## src/rtl/utf_pkg.sv

```systemverilog
// Purpose: Shared constants and types for the under-temperature fault response block.
// Assumes: 200 MHz core clock; command codes are PMBus command bytes.
// Notes:   Linear-format helper is shared by the threshold compare in the core.
package utf_pkg;

	localparam logic [7:0]  CMD_UT_FAULT_THRESHOLD = 8'h53;
	localparam logic [7:0]  CMD_UT_FAULT_ACTION    = 8'h54;
	localparam logic [7:0]  CMD_TIME_UNIT          = 8'hd2;

	localparam int          ACT_RESP_HI  = 7;
	localparam int          ACT_RESP_LO  = 6;
	localparam int          ACT_RETRY_HI = 5;
	localparam int          ACT_RETRY_LO = 3;
	localparam int          ACT_DLY_HI   = 2;
	localparam int          ACT_DLY_LO   = 0;

	localparam logic [7:0]  ACTION_RST    = 8'hc0;
	localparam logic [15:0] THRESHOLD_RST = 16'h07d8;
	localparam logic [15:0] TIME_UNIT_RST = 16'h03e8;

	localparam logic [1:0]  RESP_IGNORE  = 2'h0;
	localparam logic [1:0]  RESP_DELAY   = 2'h1;
	localparam logic [1:0]  RESP_RETRY   = 2'h2;
	localparam logic [1:0]  RESP_LATCH   = 2'h3;
	localparam logic [2:0]  RETRY_NONE   = 3'h0;
	localparam logic [2:0]  RETRY_FOREVER = 3'h7;

	// One time-unit step of the 0xD2 register is one microsecond.
	localparam int          CLK_PERIOD_PS = 5000;
	localparam int          TIME_BASE_NS  = 1000;
	localparam logic [7:0]  US_CYCLES     = 8'((TIME_BASE_NS * 1000) / CLK_PERIOD_PS);

	typedef enum logic [2:0] {ST_OFF, ST_RUN, ST_DELAY, ST_WAIT, ST_TRY, ST_LATCH} utf_state_t;

	// Linear11 to signed fixed point with 16 fraction bits; exponent -16..15 maps to shift 0..31.
	function automatic logic signed [47:0] lin_to_fix(input logic [15:0] v);
		logic signed [47:0] m;
		logic        [4:0]  sh;
		m  = {{37{v[10]}}, v[10:0]};
		sh = v[15:11] + 5'h10;
		lin_to_fix = m <<< sh;
	endfunction

endpackage

```

## src/rtl/utf_delay_timer.sv

```systemverilog
// Purpose: Interval timer of unit * 2**exp microseconds.
// Assumes: i_start is a one-cycle pulse; settings read live while counting.
// Notes:   A unit value of zero behaves as one.
`timescale 1ns/1ps
module utf_delay_timer import utf_pkg::*; (
	// Clock and reset
	input  wire logic        i_mclk,
	input  wire logic        i_rst_n,
	// Control
	input  wire logic        i_start,
	input  wire logic [15:0] i_unit,
	input  wire logic [2:0]  i_exp,
	// Result
	output logic             o_done
);
	logic       run_q, run_d;
	logic [7:0] pre_q, pre_d;
	logic [15:0] us_q, us_d;
	logic [7:0] mul_q, mul_d;
	logic       done_d;
	logic       pre_end, us_end, mul_end;
	logic [7:0] mul_last;

	always_comb begin
		mul_last = (8'h01 << i_exp) - 8'h01;
		pre_end  = (pre_q == US_CYCLES - 8'h01);
		us_end   = (({1'b0, us_q} + 17'h00001) >= {1'b0, i_unit});
		mul_end  = (mul_q == mul_last);
		run_d    = run_q;
		pre_d    = pre_q;
		us_d     = us_q;
		mul_d    = mul_q;
		done_d   = 1'b0;
		if (i_start) begin
			run_d = 1'b1;
			pre_d = 8'h00;
			us_d  = 16'h0000;
			mul_d = 8'h00;
		end else if (run_q) begin
			if (!pre_end) begin
				pre_d = pre_q + 8'h01;
			end else begin
				pre_d = 8'h00;
				if (!us_end) begin
					us_d = us_q + 16'h0001;
				end else begin
					us_d = 16'h0000;
					if (!mul_end) begin
						mul_d = mul_q + 8'h01;
					end else begin
						mul_d  = 8'h00;
						run_d  = 1'b0;
						done_d = 1'b1;
					end
				end
			end
		end
	end

	always_ff @(posedge i_mclk or negedge i_rst_n) begin
		if (!i_rst_n) begin
			run_q  <= 1'b0;
			pre_q  <= 8'h00;
			us_q   <= 16'h0000;
			mul_q  <= 8'h00;
			o_done <= 1'b0;
		end else begin
			run_q  <= run_d;
			pre_q  <= pre_d;
			us_q   <= us_d;
			mul_q  <= mul_d;
			o_done <= done_d;
		end
	end
endmodule // utf_delay_timer

```

## src/rtl/utf_sync.sv

```systemverilog
// Purpose: Two-flop synchroniser for a level arriving from a pin.
// Assumes: Input changes slowly compared to the clock.
// Notes:   Only the second flop is visible outside.
`timescale 1ns/1ps
module utf_sync import utf_pkg::*; (
	// Clock and reset
	input  wire logic i_mclk,
	input  wire logic i_rst_n,
	// Level
	input  wire logic i_d,
	output logic      o_q
);
	logic meta_q;

	always_ff @(posedge i_mclk or negedge i_rst_n) begin
		if (!i_rst_n) begin
			meta_q <= 1'b0;
			o_q    <= 1'b0;
		end else begin
			meta_q <= i_d;
			o_q    <= meta_q;
		end
	end
endmodule // utf_sync

```

## src/rtl/utf_undertemp_fault.sv

```systemverilog
// Purpose: Under-temperature fault response: ignore, delay, retry or latch off.
// Assumes: i_temp and i_oper_on come from logic on i_mclk; pins pass a synchroniser.
// Notes:   Command port writes take effect on the next edge; reads return one edge later.
// Functional notes
// - Response 00 keeps regulating through an under-temperature fault.
// - Response 01 runs for the delay, then follows retries if fault remains.
// - Response 10 disables output at once, then follows the retry field bits 5:3.
// - Response 11 disables output until a clearing event.
// - Latch clears on bit clear, CLEAR_FAULTS, reset, off-then-on, or bias loss.
// - Retry field 000 makes no restart; output stays off until cleared.
// - Retry 1 to 6 attempts that many restarts, then stays off until cleared.
// - Starts of consecutive restart attempts are one delay interval apart.
// - Retry 111 retries forever until commanded off, bias lost, or other fault.
// - Delay field gives a multiplier of two to its value, 1 to 128 units.
// - One delay unit comes from the timing register at command 0xD2.
// - Fault threshold is a 16-bit linear value at command 0x53.
`timescale 1ns/1ps
module utf_undertemp_fault import utf_pkg::*; (
	// Clock and reset
	input  wire logic        i_mclk,
	input  wire logic        i_rst_n,
	// Command port
	input  wire logic        i_cmd_wr,
	input  wire logic        i_cmd_rd,
	input  wire logic [7:0]  i_cmd_code,
	input  wire logic [15:0] i_cmd_wdata,
	output logic      [15:0] o_cmd_rdata,
	// Fault clearing
	input  wire logic        i_clear_faults,
	input  wire logic        i_fault_bit_clr,
	// On and off control
	input  wire logic        i_ctrl_pin_on,
	input  wire logic        i_oper_on,
	input  wire logic        i_bias_ok,
	input  wire logic        i_other_fault,
	// Measurement
	input  wire logic [15:0] i_temp,
	// Status and output control
	output logic             o_out_en,
	output logic             o_ut_fault,
	output logic             o_retrying
);
	logic        ctrl_s, bias_s;
	logic        on_cmd, ok, clr_evt;
	logic        tdone, tstart;
	logic        below_now;
	logic [1:0]  resp;
	logic [2:0]  retries;
	logic [2:0]  dly;

	logic [7:0]  act_q, act_d;
	logic [15:0] thr_q, thr_d;
	logic [15:0] unit_q, unit_d;
	logic [15:0] rdata_d;

	utf_state_t  state_q, state_d;
	logic [2:0]  left_q, left_d;
	logic        fault_q, fault_d;
	logic        ut_fault_d;
	logic        out_en_d;
	logic        retrying_d;

	utf_sync u_sync_ctrl (
		.i_mclk  (i_mclk),
		.i_rst_n (i_rst_n),
		.i_d     (i_ctrl_pin_on),
		.o_q     (ctrl_s)
	);

	utf_sync u_sync_bias (
		.i_mclk  (i_mclk),
		.i_rst_n (i_rst_n),
		.i_d     (i_bias_ok),
		.o_q     (bias_s)
	);

	utf_delay_timer u_timer (
		.i_mclk  (i_mclk),
		.i_rst_n (i_rst_n),
		.i_start (tstart),
		.i_unit  (unit_q),
		.i_exp   (dly),
		.o_done  (tdone)
	);

	assign resp    = act_q[ACT_RESP_HI:ACT_RESP_LO];
	assign retries = act_q[ACT_RETRY_HI:ACT_RETRY_LO];
	assign dly     = act_q[ACT_DLY_HI:ACT_DLY_LO];
	// Losing the pin, OPERATION or bias all read as a commanded off.
	assign on_cmd  = ctrl_s & i_oper_on & bias_s;
	assign ok      = on_cmd & ~i_other_fault;
	assign clr_evt = i_clear_faults | i_fault_bit_clr;

	// Register file on the command port.
	always_comb begin
		act_d   = act_q;
		thr_d   = thr_q;
		unit_d  = unit_q;
		rdata_d = o_cmd_rdata;
		if (i_cmd_wr) begin
			case (i_cmd_code)
				CMD_UT_FAULT_ACTION:    act_d  = i_cmd_wdata[7:0];
				CMD_UT_FAULT_THRESHOLD: thr_d  = i_cmd_wdata;
				CMD_TIME_UNIT:          unit_d = i_cmd_wdata;
				default:                act_d  = act_q;
			endcase
		end
		if (i_cmd_rd) begin
			case (i_cmd_code)
				CMD_UT_FAULT_ACTION:    rdata_d = {8'h00, act_q};
				CMD_UT_FAULT_THRESHOLD: rdata_d = thr_q;
				CMD_TIME_UNIT:          rdata_d = unit_q;
				default:                rdata_d = 16'h0000;
			endcase
		end
	end

	always_ff @(posedge i_mclk or negedge i_rst_n) begin
		if (!i_rst_n) begin
			act_q       <= ACTION_RST;
			thr_q       <= THRESHOLD_RST;
			unit_q      <= TIME_UNIT_RST;
			o_cmd_rdata <= 16'h0000;
		end else begin
			act_q       <= act_d;
			thr_q       <= thr_d;
			unit_q      <= unit_d;
			o_cmd_rdata <= rdata_d;
		end
	end

	// Fault detection and the sticky status bit; a new fault beats a clear in the same cycle.
	always_comb begin
		below_now  = (lin_to_fix(i_temp) < lin_to_fix(thr_q));
		fault_d    = below_now;
		ut_fault_d = fault_q | (o_ut_fault & ~clr_evt);
	end

	always_ff @(posedge i_mclk or negedge i_rst_n) begin
		if (!i_rst_n) begin
			fault_q    <= 1'b0;
			o_ut_fault <= 1'b0;
		end else begin
			fault_q    <= fault_d;
			o_ut_fault <= ut_fault_d;
		end
	end

	// Response sequencer. The output is on through every restart attempt and between them; it is off in the wait before the first.
	always_comb begin
		state_d = state_q;
		left_d  = left_q;
		tstart  = 1'b0;
		if (!on_cmd) begin
			state_d = ST_OFF;
		end else if (i_other_fault) begin
			state_d = ST_LATCH;
		end else begin
			case (state_q)
				ST_OFF: begin
					state_d = ST_RUN;
				end
				ST_RUN: begin
					if (fault_q) begin
						case (resp)
							RESP_IGNORE: state_d = ST_RUN;
							RESP_DELAY: begin
								state_d = ST_DELAY;
								tstart  = 1'b1;
							end
							RESP_RETRY: begin
								state_d = (retries == RETRY_NONE) ? ST_LATCH : ST_WAIT;
								left_d  = retries;
								tstart  = 1'b1;
							end
							default: state_d = ST_LATCH;
						endcase
					end
				end
				ST_DELAY: begin
					if (!fault_q) begin
						state_d = ST_RUN;
					end else if (tdone) begin
						state_d = (retries == RETRY_NONE) ? ST_LATCH : ST_WAIT;
						left_d  = retries;
						tstart  = 1'b1;
					end
				end
				ST_WAIT, ST_TRY: begin
					if (state_q == ST_TRY && !fault_q) begin
						state_d = ST_RUN;
					end else if (tdone) begin
						if (retries == RETRY_FOREVER || left_q != 3'h0) begin
							state_d = ST_TRY;
							tstart  = 1'b1;
							if (retries != RETRY_FOREVER) begin
								left_d = left_q - 3'h1;
							end
						end else begin
							state_d = ST_LATCH;
						end
					end
				end
				ST_LATCH: begin
					if (clr_evt) begin
						state_d = ST_RUN;
					end
				end
				default: state_d = ST_OFF;
			endcase
		end
		out_en_d   = (state_d == ST_RUN) || (state_d == ST_DELAY) || (state_d == ST_TRY);
		retrying_d = (state_d == ST_WAIT) || (state_d == ST_TRY);
	end

	always_ff @(posedge i_mclk or negedge i_rst_n) begin
		if (!i_rst_n) begin
			state_q    <= ST_OFF;
			left_q     <= 3'h0;
			o_out_en   <= 1'b0;
			o_retrying <= 1'b0;
		end else begin
			state_q    <= state_d;
			left_q     <= left_d;
			o_out_en   <= out_en_d;
			o_retrying <= retrying_d;
		end
	end
endmodule // utf_undertemp_fault

```

## config.mk

```make
export PLATFORM = sky130hd
export DESIGN_NAME = utf_undertemp_fault
export DESIGN_NICKNAME = d
export VERILOG_FILES = /design/src/rtl/utf_pkg.sv /design/src/rtl/utf_delay_timer.sv /design/src/rtl/utf_sync.sv /design/src/rtl/utf_undertemp_fault.sv
export SDC_FILE = /design/constraint.sdc
export NUM_CORES = 1
export LEC_CHECK = 0
export BUFFER_PORTS_ARGS = -buffer_cell sky130_fd_sc_hd__buf_2
export CAP_MARGIN = 0
export CORE_ASPECT_RATIO = 0.75
export CORE_MARGIN = 3
export CORE_UTILIZATION = 35
export CTS_CLUSTER_SIZE = 40
export DETAILED_ROUTE_END_ITERATION = 10
export PLACE_DENSITY = 0.61
export SKIP_CTS_REPAIR_TIMING = 1
export SLEW_MARGIN = 15
export SYNTH_ARGS = -nofsm -noshare
export SYNTH_HDL_FRONTEND = slang
export SYNTH_SLANG_ARGS = --single-unit
```

## constraint.sdc

```tcl
create_clock -name i_mclk -period 9.7 [get_ports i_mclk]
set_clock_uncertainty 0.05 [all_clocks]
set_input_delay 1.455 -clock i_mclk [delete_from_list [all_inputs] [get_ports i_mclk]]
set_output_delay 1.455 -clock i_mclk [all_outputs]
set_load 0.005 [all_outputs]
```

==> impl_metrics.py, run 1 <==
metrics = {
    "hold_path": {
        "min_delay_path_depth": 0,
        "min_path_type": "flip-flop to flip-flop",
        "hold_path.startpoint": "u_sync_bias.meta_q$_DFF_PN0_",
        "whs_endpoint": "u_sync_bias.o_q$_DFF_PN0_",
    },
    "layout": {
        "ratio_of_cells_with_drive_above_1_in_the_final_layout_pct": 15.75,
        "nets": 1114,
        "diode_insertion_count_for_antenna_repair": 0,
        "layout.cells.most_common_list": "sky130_fd_sc_hd__nand2_1, sky130_fd_sc_hd__dfrtp_1, sky130_fd_sc_hd__nor2_1",
        "final-instance-count-excl-fill": 1303,
        "layout.cells.most_common": "sky130_fd_sc_hd__nand2_1",
        "finalCoreUtilization_pct": 39.62,
        "layout-area-overhead-vs-synth_pct": 9.951,
        "nFillCells": 2331,
    },
    "pwr": {
        "power.static_leakage_nw": 4.158,
        "max-vdd-ir-drop_uv": 99.06,
        "pwr_density_cell_nw_per_um2": 135.0,
    },
    "global_routing": {
        "gr-usage-all-layers_pct": 17.37,
        "grt_pass1_wl_um": 36970,
        "vias_in_the_first_global_route": 6999,
        "antenna_found_initial": 0,
        "grt_start_max_net_pins": 64,
        "grt_overflow_total": 0,
    },
    "sta": {
        "finalCriticalPeriod_ns": 4.230,
        "finalHoldWorstSlack_ns": 0.3007,
        "fmax_mhz": 236.4,
        "timing_max_transition_violations_final": 0,
        "final_critical_path_setup_slack_ns": 5.470,
        "count_of_endpoints_failing_setup_in_the_final_report": 0,
        "totalNegativeSetupSlack_ns": 0,
        "layout_worst_path_cycle_share_pct": 43.60,
        "grt_setup_unrepaired": "false",
        "finalHoldViolCount": 0,
        "timing_worst_slew_pin_value_ns": 0.8985,
        "relative_max_transition_margin_pct": 40.10,
    },
    "placement": {
        "buffer_ports.inserted": 68,
        "post-place-cells": 1287,
        "globalplace.congestion": 0.9185,
        "detailedPlace.worstSlack_ns": 5.233,
        "place_hpwl_um": 17290,
    },
    "critical_path": {
        "cp_slowest_cell": "sky130_fd_sc_hd__mux2_2",
        "crit_fanout": 14,
        "cp.arrival_ns": 4.46,
        "start_to_end_type_of_the_worst_setup_path": "input port to flip-flop",
        "rrSetupSlack_ns": 5.47,
        "timing.critical_path.from_type": "input port",
        "rr_worst_depth": 14,
        "worstReg2RegStart": "u_timer.us_q[0]$_DFFE_PN0P_",
        "critPathCaptureType": "flip-flop",
        "worst_ep_required_time_ns": 9.93,
        "worst_path_cell_trace": "buf_2, mux2_2, nand2_1, o21ai_0, nand2_1, nand2_1, o21bai_1, o21ai_0, ha_1, a41o_1, a21o_1, a211oi_1, o21ai_0, nor3_1, a32o_1",
        "worst_stage_delay_on_the_critical_path_ns": 0.39,
        "worstReg2RegEnd": "u_timer.us_q[3]$_DFFE_PN0P_",
    },
    "clock_tree": {
        "cts_sinks": 104,
        "h-tree-depth": 3,
        "tritoncts_clock_tree": "yes",
        "ctsRootBufferMaster": "sky130_fd_sc_hd__clkbuf_16",
        "clock_insertion_delay_worst_skew_ns": 0.35,
        "worst_setup_hold_path_clk_slew_ns": 0.07,
        "cts_inserted_buffers": 9,
        "max_clock_buf_depth": 2,
    },
    "die": {
        "ioPinCount": 69,
        "core_area_um2": 23240,
        "floorplan.die_area_um2": 25840,
        "std_cell_rows": 48,
        "die_height_um": 140.0,
        "initial_core_utilization_pct": 36.03,
        "die-width_um": 184.6,
    },
    "yosys": {
        "post_synth_inst_count": 971,
        "synth_top_family_by_area": "compound AO/OA/AOI/OAI gates",
        "synthMuxAreaShare_pct": 11.31,
        "postSynthAreaPerCell_um2": 8.624,
        "synth_top_flop_cell": "sky130_fd_sc_hd__dfrtp_1",
        "postSynthNetCount": 1087,
        "synth_enable_flop_cells": 0,
        "post_synth_top_area_cell": "sky130_fd_sc_hd__dfrtp_1",
        "synthAdderAreaFrac_pct": 9.861,
        "synth_top_area_share_pct": 26.59,
        "mappedNetlistArea_um2": 8374,
        "synth-xor-area-share_pct": 2.405,
        "synthSimpleGateAreaFrac_pct": 18.03,
        "synth_compound_gate_area_share_pct": 22.56,
        "netlist_top_cells_area": "sky130_fd_sc_hd__dfrtp_1, sky130_fd_sc_hd__ha_1, sky130_fd_sc_hd__mux2_2, sky130_fd_sc_hd__mux2i_1, sky130_fd_sc_hd__dfstp_2",
        "synth.ff_latch_count": 104,
        "yosys_warnings": 0,
        "yosysUniqueCellTypes": 74,
        "register_area_share_after_synthesis_pct": 31.30,
        "synth_async_sr_flop_share_pct": 100.0,
    },
    "detailed_routing": {
        "routed_via_density": 5.742,
        "dr.pass1.iters": 6,
        "remaining_drc_errors": 0,
        "drt.antenna.violating_nets": 0,
        "totalWireLength_um": 22600,
        "drt_iter0_markers": 743,
        "avgRoutedWirePerCell_um": 17.35,
        "route.vias.total": 7482,
    },
    "flow_run": {
        "timing.max_cap.violations": 0,
    },
    "run_status": {
        "outcome": "completed",
    },
}
## sequential cells by signal, summed over array words and instances (netlist names), 3 cells and up
register,count
o_cmd_rdata,16
thr_q,16
u_timer.us_q,16
unit_q,16
act_q,8
u_timer.mul_q,8
u_timer.pre_q,8
left_q,3
state_q,3
## worst max-delay path: cells and delay by family
family,cells,cell delay [ns]
simple gates,4,0.44
fa+ha+maj,1,0.35
mux,1,0.39
buf+inv,1,0.29
compound gates,8,1.51
## worst max-delay path by stage
stage	start	to	slack (ns)	cells after the start
floorplan	i_temp[12]	fault_q$_DFF_PN0_	5.62	15
global placement	i_temp[11]	fault_q$_DFF_PN0_	5.29	15
detailed placement	i_temp[11]	fault_q$_DFF_PN0_	5.23	15
CTS	u_timer.us_q[0]$_DFFE_PN0P_	u_timer.us_q[3]$_DFFE_PN0P_	5.54	14
global route	u_timer.us_q[0]$_DFFE_PN0P_	u_timer.us_q[3]$_DFFE_PN0P_	5.15	14
finish	i_temp[11]	fault_q$_DFF_PN0_	5.47	15
## stage by stage
stage | power (mW) | area [µm²]
final | 1.243 | 9208
after global routing | 1.322 | 9208
after CTS | 1.247 | 9208
after detailed placement | 0.8518 | 8894
after global placement | 0.8469 | 8894
after floorplan | 0.7541 | 8374
## cells in the mapped netlist, types with 7 or more instances
| master | count |
|---|---|
| sky130_fd_sc_hd__a21boi_0 | 10 |
| sky130_fd_sc_hd__a21o_1 | 21 |
| sky130_fd_sc_hd__a21oi_1 | 55 |
| sky130_fd_sc_hd__a222oi_1 | 8 |
| sky130_fd_sc_hd__a22o_1 | 15 |
| sky130_fd_sc_hd__a22oi_1 | 17 |
| sky130_fd_sc_hd__a31oi_1 | 10 |
| sky130_fd_sc_hd__and2_1 | 9 |
| sky130_fd_sc_hd__and3_1 | 14 |
| sky130_fd_sc_hd__buf_2 | 9 |
| sky130_fd_sc_hd__clkbuf_1 | 44 |
| sky130_fd_sc_hd__dfrtp_1 | 89 |
| sky130_fd_sc_hd__dfstp_2 | 15 |
| sky130_fd_sc_hd__ha_1 | 66 |
| sky130_fd_sc_hd__inv_1 | 38 |
| sky130_fd_sc_hd__mux2_2 | 44 |
| sky130_fd_sc_hd__mux2i_1 | 44 |
| sky130_fd_sc_hd__nand2_1 | 96 |
| sky130_fd_sc_hd__nand2b_1 | 9 |
| sky130_fd_sc_hd__nand3_1 | 21 |
| sky130_fd_sc_hd__nand4_1 | 13 |
| sky130_fd_sc_hd__nor2_1 | 81 |
| sky130_fd_sc_hd__nor2b_1 | 13 |
| sky130_fd_sc_hd__nor3_1 | 21 |
| sky130_fd_sc_hd__o211ai_1 | 10 |
| sky130_fd_sc_hd__o21a_1 | 7 |
| sky130_fd_sc_hd__o21ai_0 | 69 |
| sky130_fd_sc_hd__o22ai_1 | 16 |
| sky130_fd_sc_hd__xnor2_1 | 12 |
| sky130_fd_sc_hd__xor2_1 | 11 |
## cell families (layout without fill, tap and decap cells)
family                   count (synthesis)  count (layout)
adder cells (fa/ha/maj)                 66              66
XOR/XNOR                                23              23
AO/OA/AOI/OAI                          286             286
buffers and inverters                   96             128
flip-flops                             104             104
multiplexers                            89              89
AND/OR/NAND/NOR                        307             307
## final cells by class
type,count,area (µm²),share of cell area [%]
Clock inverter,5,81.33,0.8833
Multi-Input combinational cell,771,5374,58.36
Timing Repair Buffer,72,372.9,4.049
Clock buffer,11,232.7,2.528
Tap cell,300,375.4,4.077
Sequential cell,104,2621,28.47
Inverter,40,150.1,1.631
## report_power, final
part           internal [mW]  switching, mW  total, mW
Clock                  0.227          0.166      0.394
Combinational          0.134          0.198      0.332
Sequential             0.469         0.0486      0.518
## layer usage
metal	global-route usage, %	up-vias	part of all wire [%]
met5	0	-	0
met4	2.092	0	0.72
met3	2.778	14	6.4
met2	24.33	218	41
met1	28.41	3608	52
li1	-	3642	-
Power figures use the tool's default switching activity.
==> run 2: changes to the inputs <==
clock period = 4.2 ns   (was 9.7 ns; I/O delays follow)
==> impl_metrics.py, run 2 (synthesized netlist as in run 1, its figures left out) <==
metrics = {
    "run_status": {
        "outcome": "completed",
    },
    "detailed_routing": {
        "routed_via_density": 5.681,
        "drt_iter0_markers": 759,
        "remaining_drc_errors": 0,
        "totalWireLength_um": 22620,
        "avgRoutedWirePerCell_um": 17.15,
        "route.vias.total": 7493,
        "dr.pass1.iters": 7,
        "drt.antenna.violating_nets": 0,
    },
    "layout": {
        "nets": 1130,
        "multi_input_comb_area_um2": 5379,
        "sequential_standard_cell_area_um2": 2621,
        "finish.instance_area_um2": 9324,
        "ratio_of_cells_with_drive_above_1_in_the_final_layout_pct": 17.37,
        "nFillCells": 2325,
        "diode_insertion_count_for_antenna_repair": 0,
        "layout.cells.most_common_list": "sky130_fd_sc_hd__nand2_1, sky130_fd_sc_hd__dfrtp_1, sky130_fd_sc_hd__nor2_1",
        "layout-area-overhead-vs-synth_pct": 11.34,
        "layout.cells.most_common": "sky130_fd_sc_hd__nand2_1",
    },
    "placement": {
        "place_hpwl_um": 17470,
        "detailed_place.area_um2": 9014,
        "globalplace.congestion": 0.8564,
        "buffer_ports.inserted": 68,
        "detailedPlace.worstSlack_ns": 0.3798,
    },
    "clock_tree": {
        "max_clock_buf_depth": 2,
        "worst_setup_hold_path_clk_slew_ns": 0.07,
        "cts_inserted_buffers": 9,
        "cts_sinks": 104,
        "h-tree-depth": 3,
        "tritoncts_clock_tree": "yes",
        "ctsRootBufferMaster": "sky130_fd_sc_hd__clkbuf_16",
        "clock_insertion_delay_worst_skew_ns": 0.35,
    },
    "critical_path": {
        "cp.arrival_ns": 4.03,
        "crit_fanout": 20,
        "timing.critical_path.from_type": "flip-flop",
        "start_to_end_type_of_the_worst_setup_path": "flip-flop to flip-flop",
        "worst_ep_required_time_ns": 4.43,
        "critPathCaptureType": "flip-flop",
        "cp-startpoint": "thr_q[12]$_DFFE_PN0P_",
        "worstReg2RegStart": "thr_q[12]$_DFFE_PN0P_",
    },
    "pwr": {
        "pwr_density_cell_nw_per_um2": 306.6,
        "max-vdd-ir-drop_uv": 230.8,
        "power.static_leakage_nw": 4.229,
        "report.power.total_mw": 2.859,
    },
    "sta": {
        "totalNegativeSetupSlack_ns": 0,
        "timing_max_transition_violations_final": 0,
        "count_of_endpoints_failing_setup_in_the_final_report": 0,
        "finalHoldWorstSlack_ns": 0.2735,
        "finalHoldViolCount": 0,
        "finalCriticalPeriod_ns": 3.797,
        "timing_worst_slew_pin_value_ns": 0.8100,
        "grt_setup_unrepaired": "false",
        "relative_max_transition_margin_pct": 45.87,
        "final_critical_path_setup_slack_ns": 0.4033,
        "layout_worst_path_cycle_share_pct": 90.40,
        "fmax_mhz": 263.4,
    },
    "global_routing": {
        "grt_overflow_total": 0,
        "grt_use_met3_pct": 2.648,
        "grt_start_max_net_pins": 57,
        "grt_pass1_wl_um": 36470,
        "gr-usage-all-layers_pct": 17.24,
        "vias_in_the_first_global_route": 6777,
        "global_route.peak_usage_layer": "met1",
        "antenna_found_initial": 0,
        "grt.met1_usage_pct": 28.80,
        "groute.layer.met2.usage_pct": 23.42,
    },
    "die": {
        "initial_core_utilization_pct": 36.03,
        "floorplan.die_area_um2": 25840,
        "die-width_um": 184.6,
        "core_area_um2": 23240,
        "std_cell_rows": 48,
        "ioPinCount": 69,
        "die_height_um": 140.0,
    },
    "flow_run": {
        "timing.max_cap.violations": 0,
    },
    "hold_path": {
        "min_path_type": "input port to async pin",
    },
}
## run 2: critical path: stages, from the launching register on
cell	delay [ns]
sky130_fd_sc_hd__dfrtp_1	0.82
sky130_fd_sc_hd__mux2_2	0.42
sky130_fd_sc_hd__a21oi_1	0.39
sky130_fd_sc_hd__a21oi_1	0.20
sky130_fd_sc_hd__o21ba_2	0.25
sky130_fd_sc_hd__a21boi_0	0.17
sky130_fd_sc_hd__ha_1	0.28
sky130_fd_sc_hd__a41o_1	0.26
sky130_fd_sc_hd__a21o_1	0.18
sky130_fd_sc_hd__a211oi_1	0.23
sky130_fd_sc_hd__o21ai_0	0.14
sky130_fd_sc_hd__nor3_1	0.16
sky130_fd_sc_hd__a32o_1	0.19
## run 2: cell type report
cell class	instances	share of cell area [%]
timing repair buffer	88	5.287
clock inverter	5	0.6710
sequential	104	28.11
tap	300	4.026
clock buffer	11	2.603
multi-input combinational	771	57.69
inverter	40	1.610
## run 2: final timing paths
kind,endpoint,slack (ns),cells past startpoint
setup / recovery,fault_q$_DFF_PN0_,0.40,12
min in group i_mclk,u_sync_ctrl.o_q$_DFF_PN0_,0.30,0
setup reg to reg,fault_q$_DFF_PN0_,0.40,12
hold / removal,o_cmd_rdata[5]$_DFFE_PN0P_,0.27,1
max in group asynchronous,unit_q[8]$_DFFE_PN1P_,2.94,2
hold reg to reg,u_sync_ctrl.o_q$_DFF_PN0_,0.30,0
## run 2: where the power goes
group / switching [mW] / leakage [nW] / total [mW] / internal, mW
Clock: 0.388 / 0.143 / 0.872 / 0.484
Sequential: 0.0963 / 1.32 / 1.18 / 1.08
Combinational: 0.470 / 2.77 / 0.807 / 0.337
## run 2: stage by stage
step	std cells	util [%]
2_1_floorplan	971	-
5_1_grt	1319	40.12
6_report	1319	40.12
4_1_cts	1319	40.09
3_3_place_gp	1303	38.78
3_5_place_dp	1303	38.78
## run 2: layer usage
metal,vias to the layer above,share of wire [%]
met5,-,0
met4,0,0.56
met3,11,5.7
met2,201,40
met1,3605,54
li1,3676,-
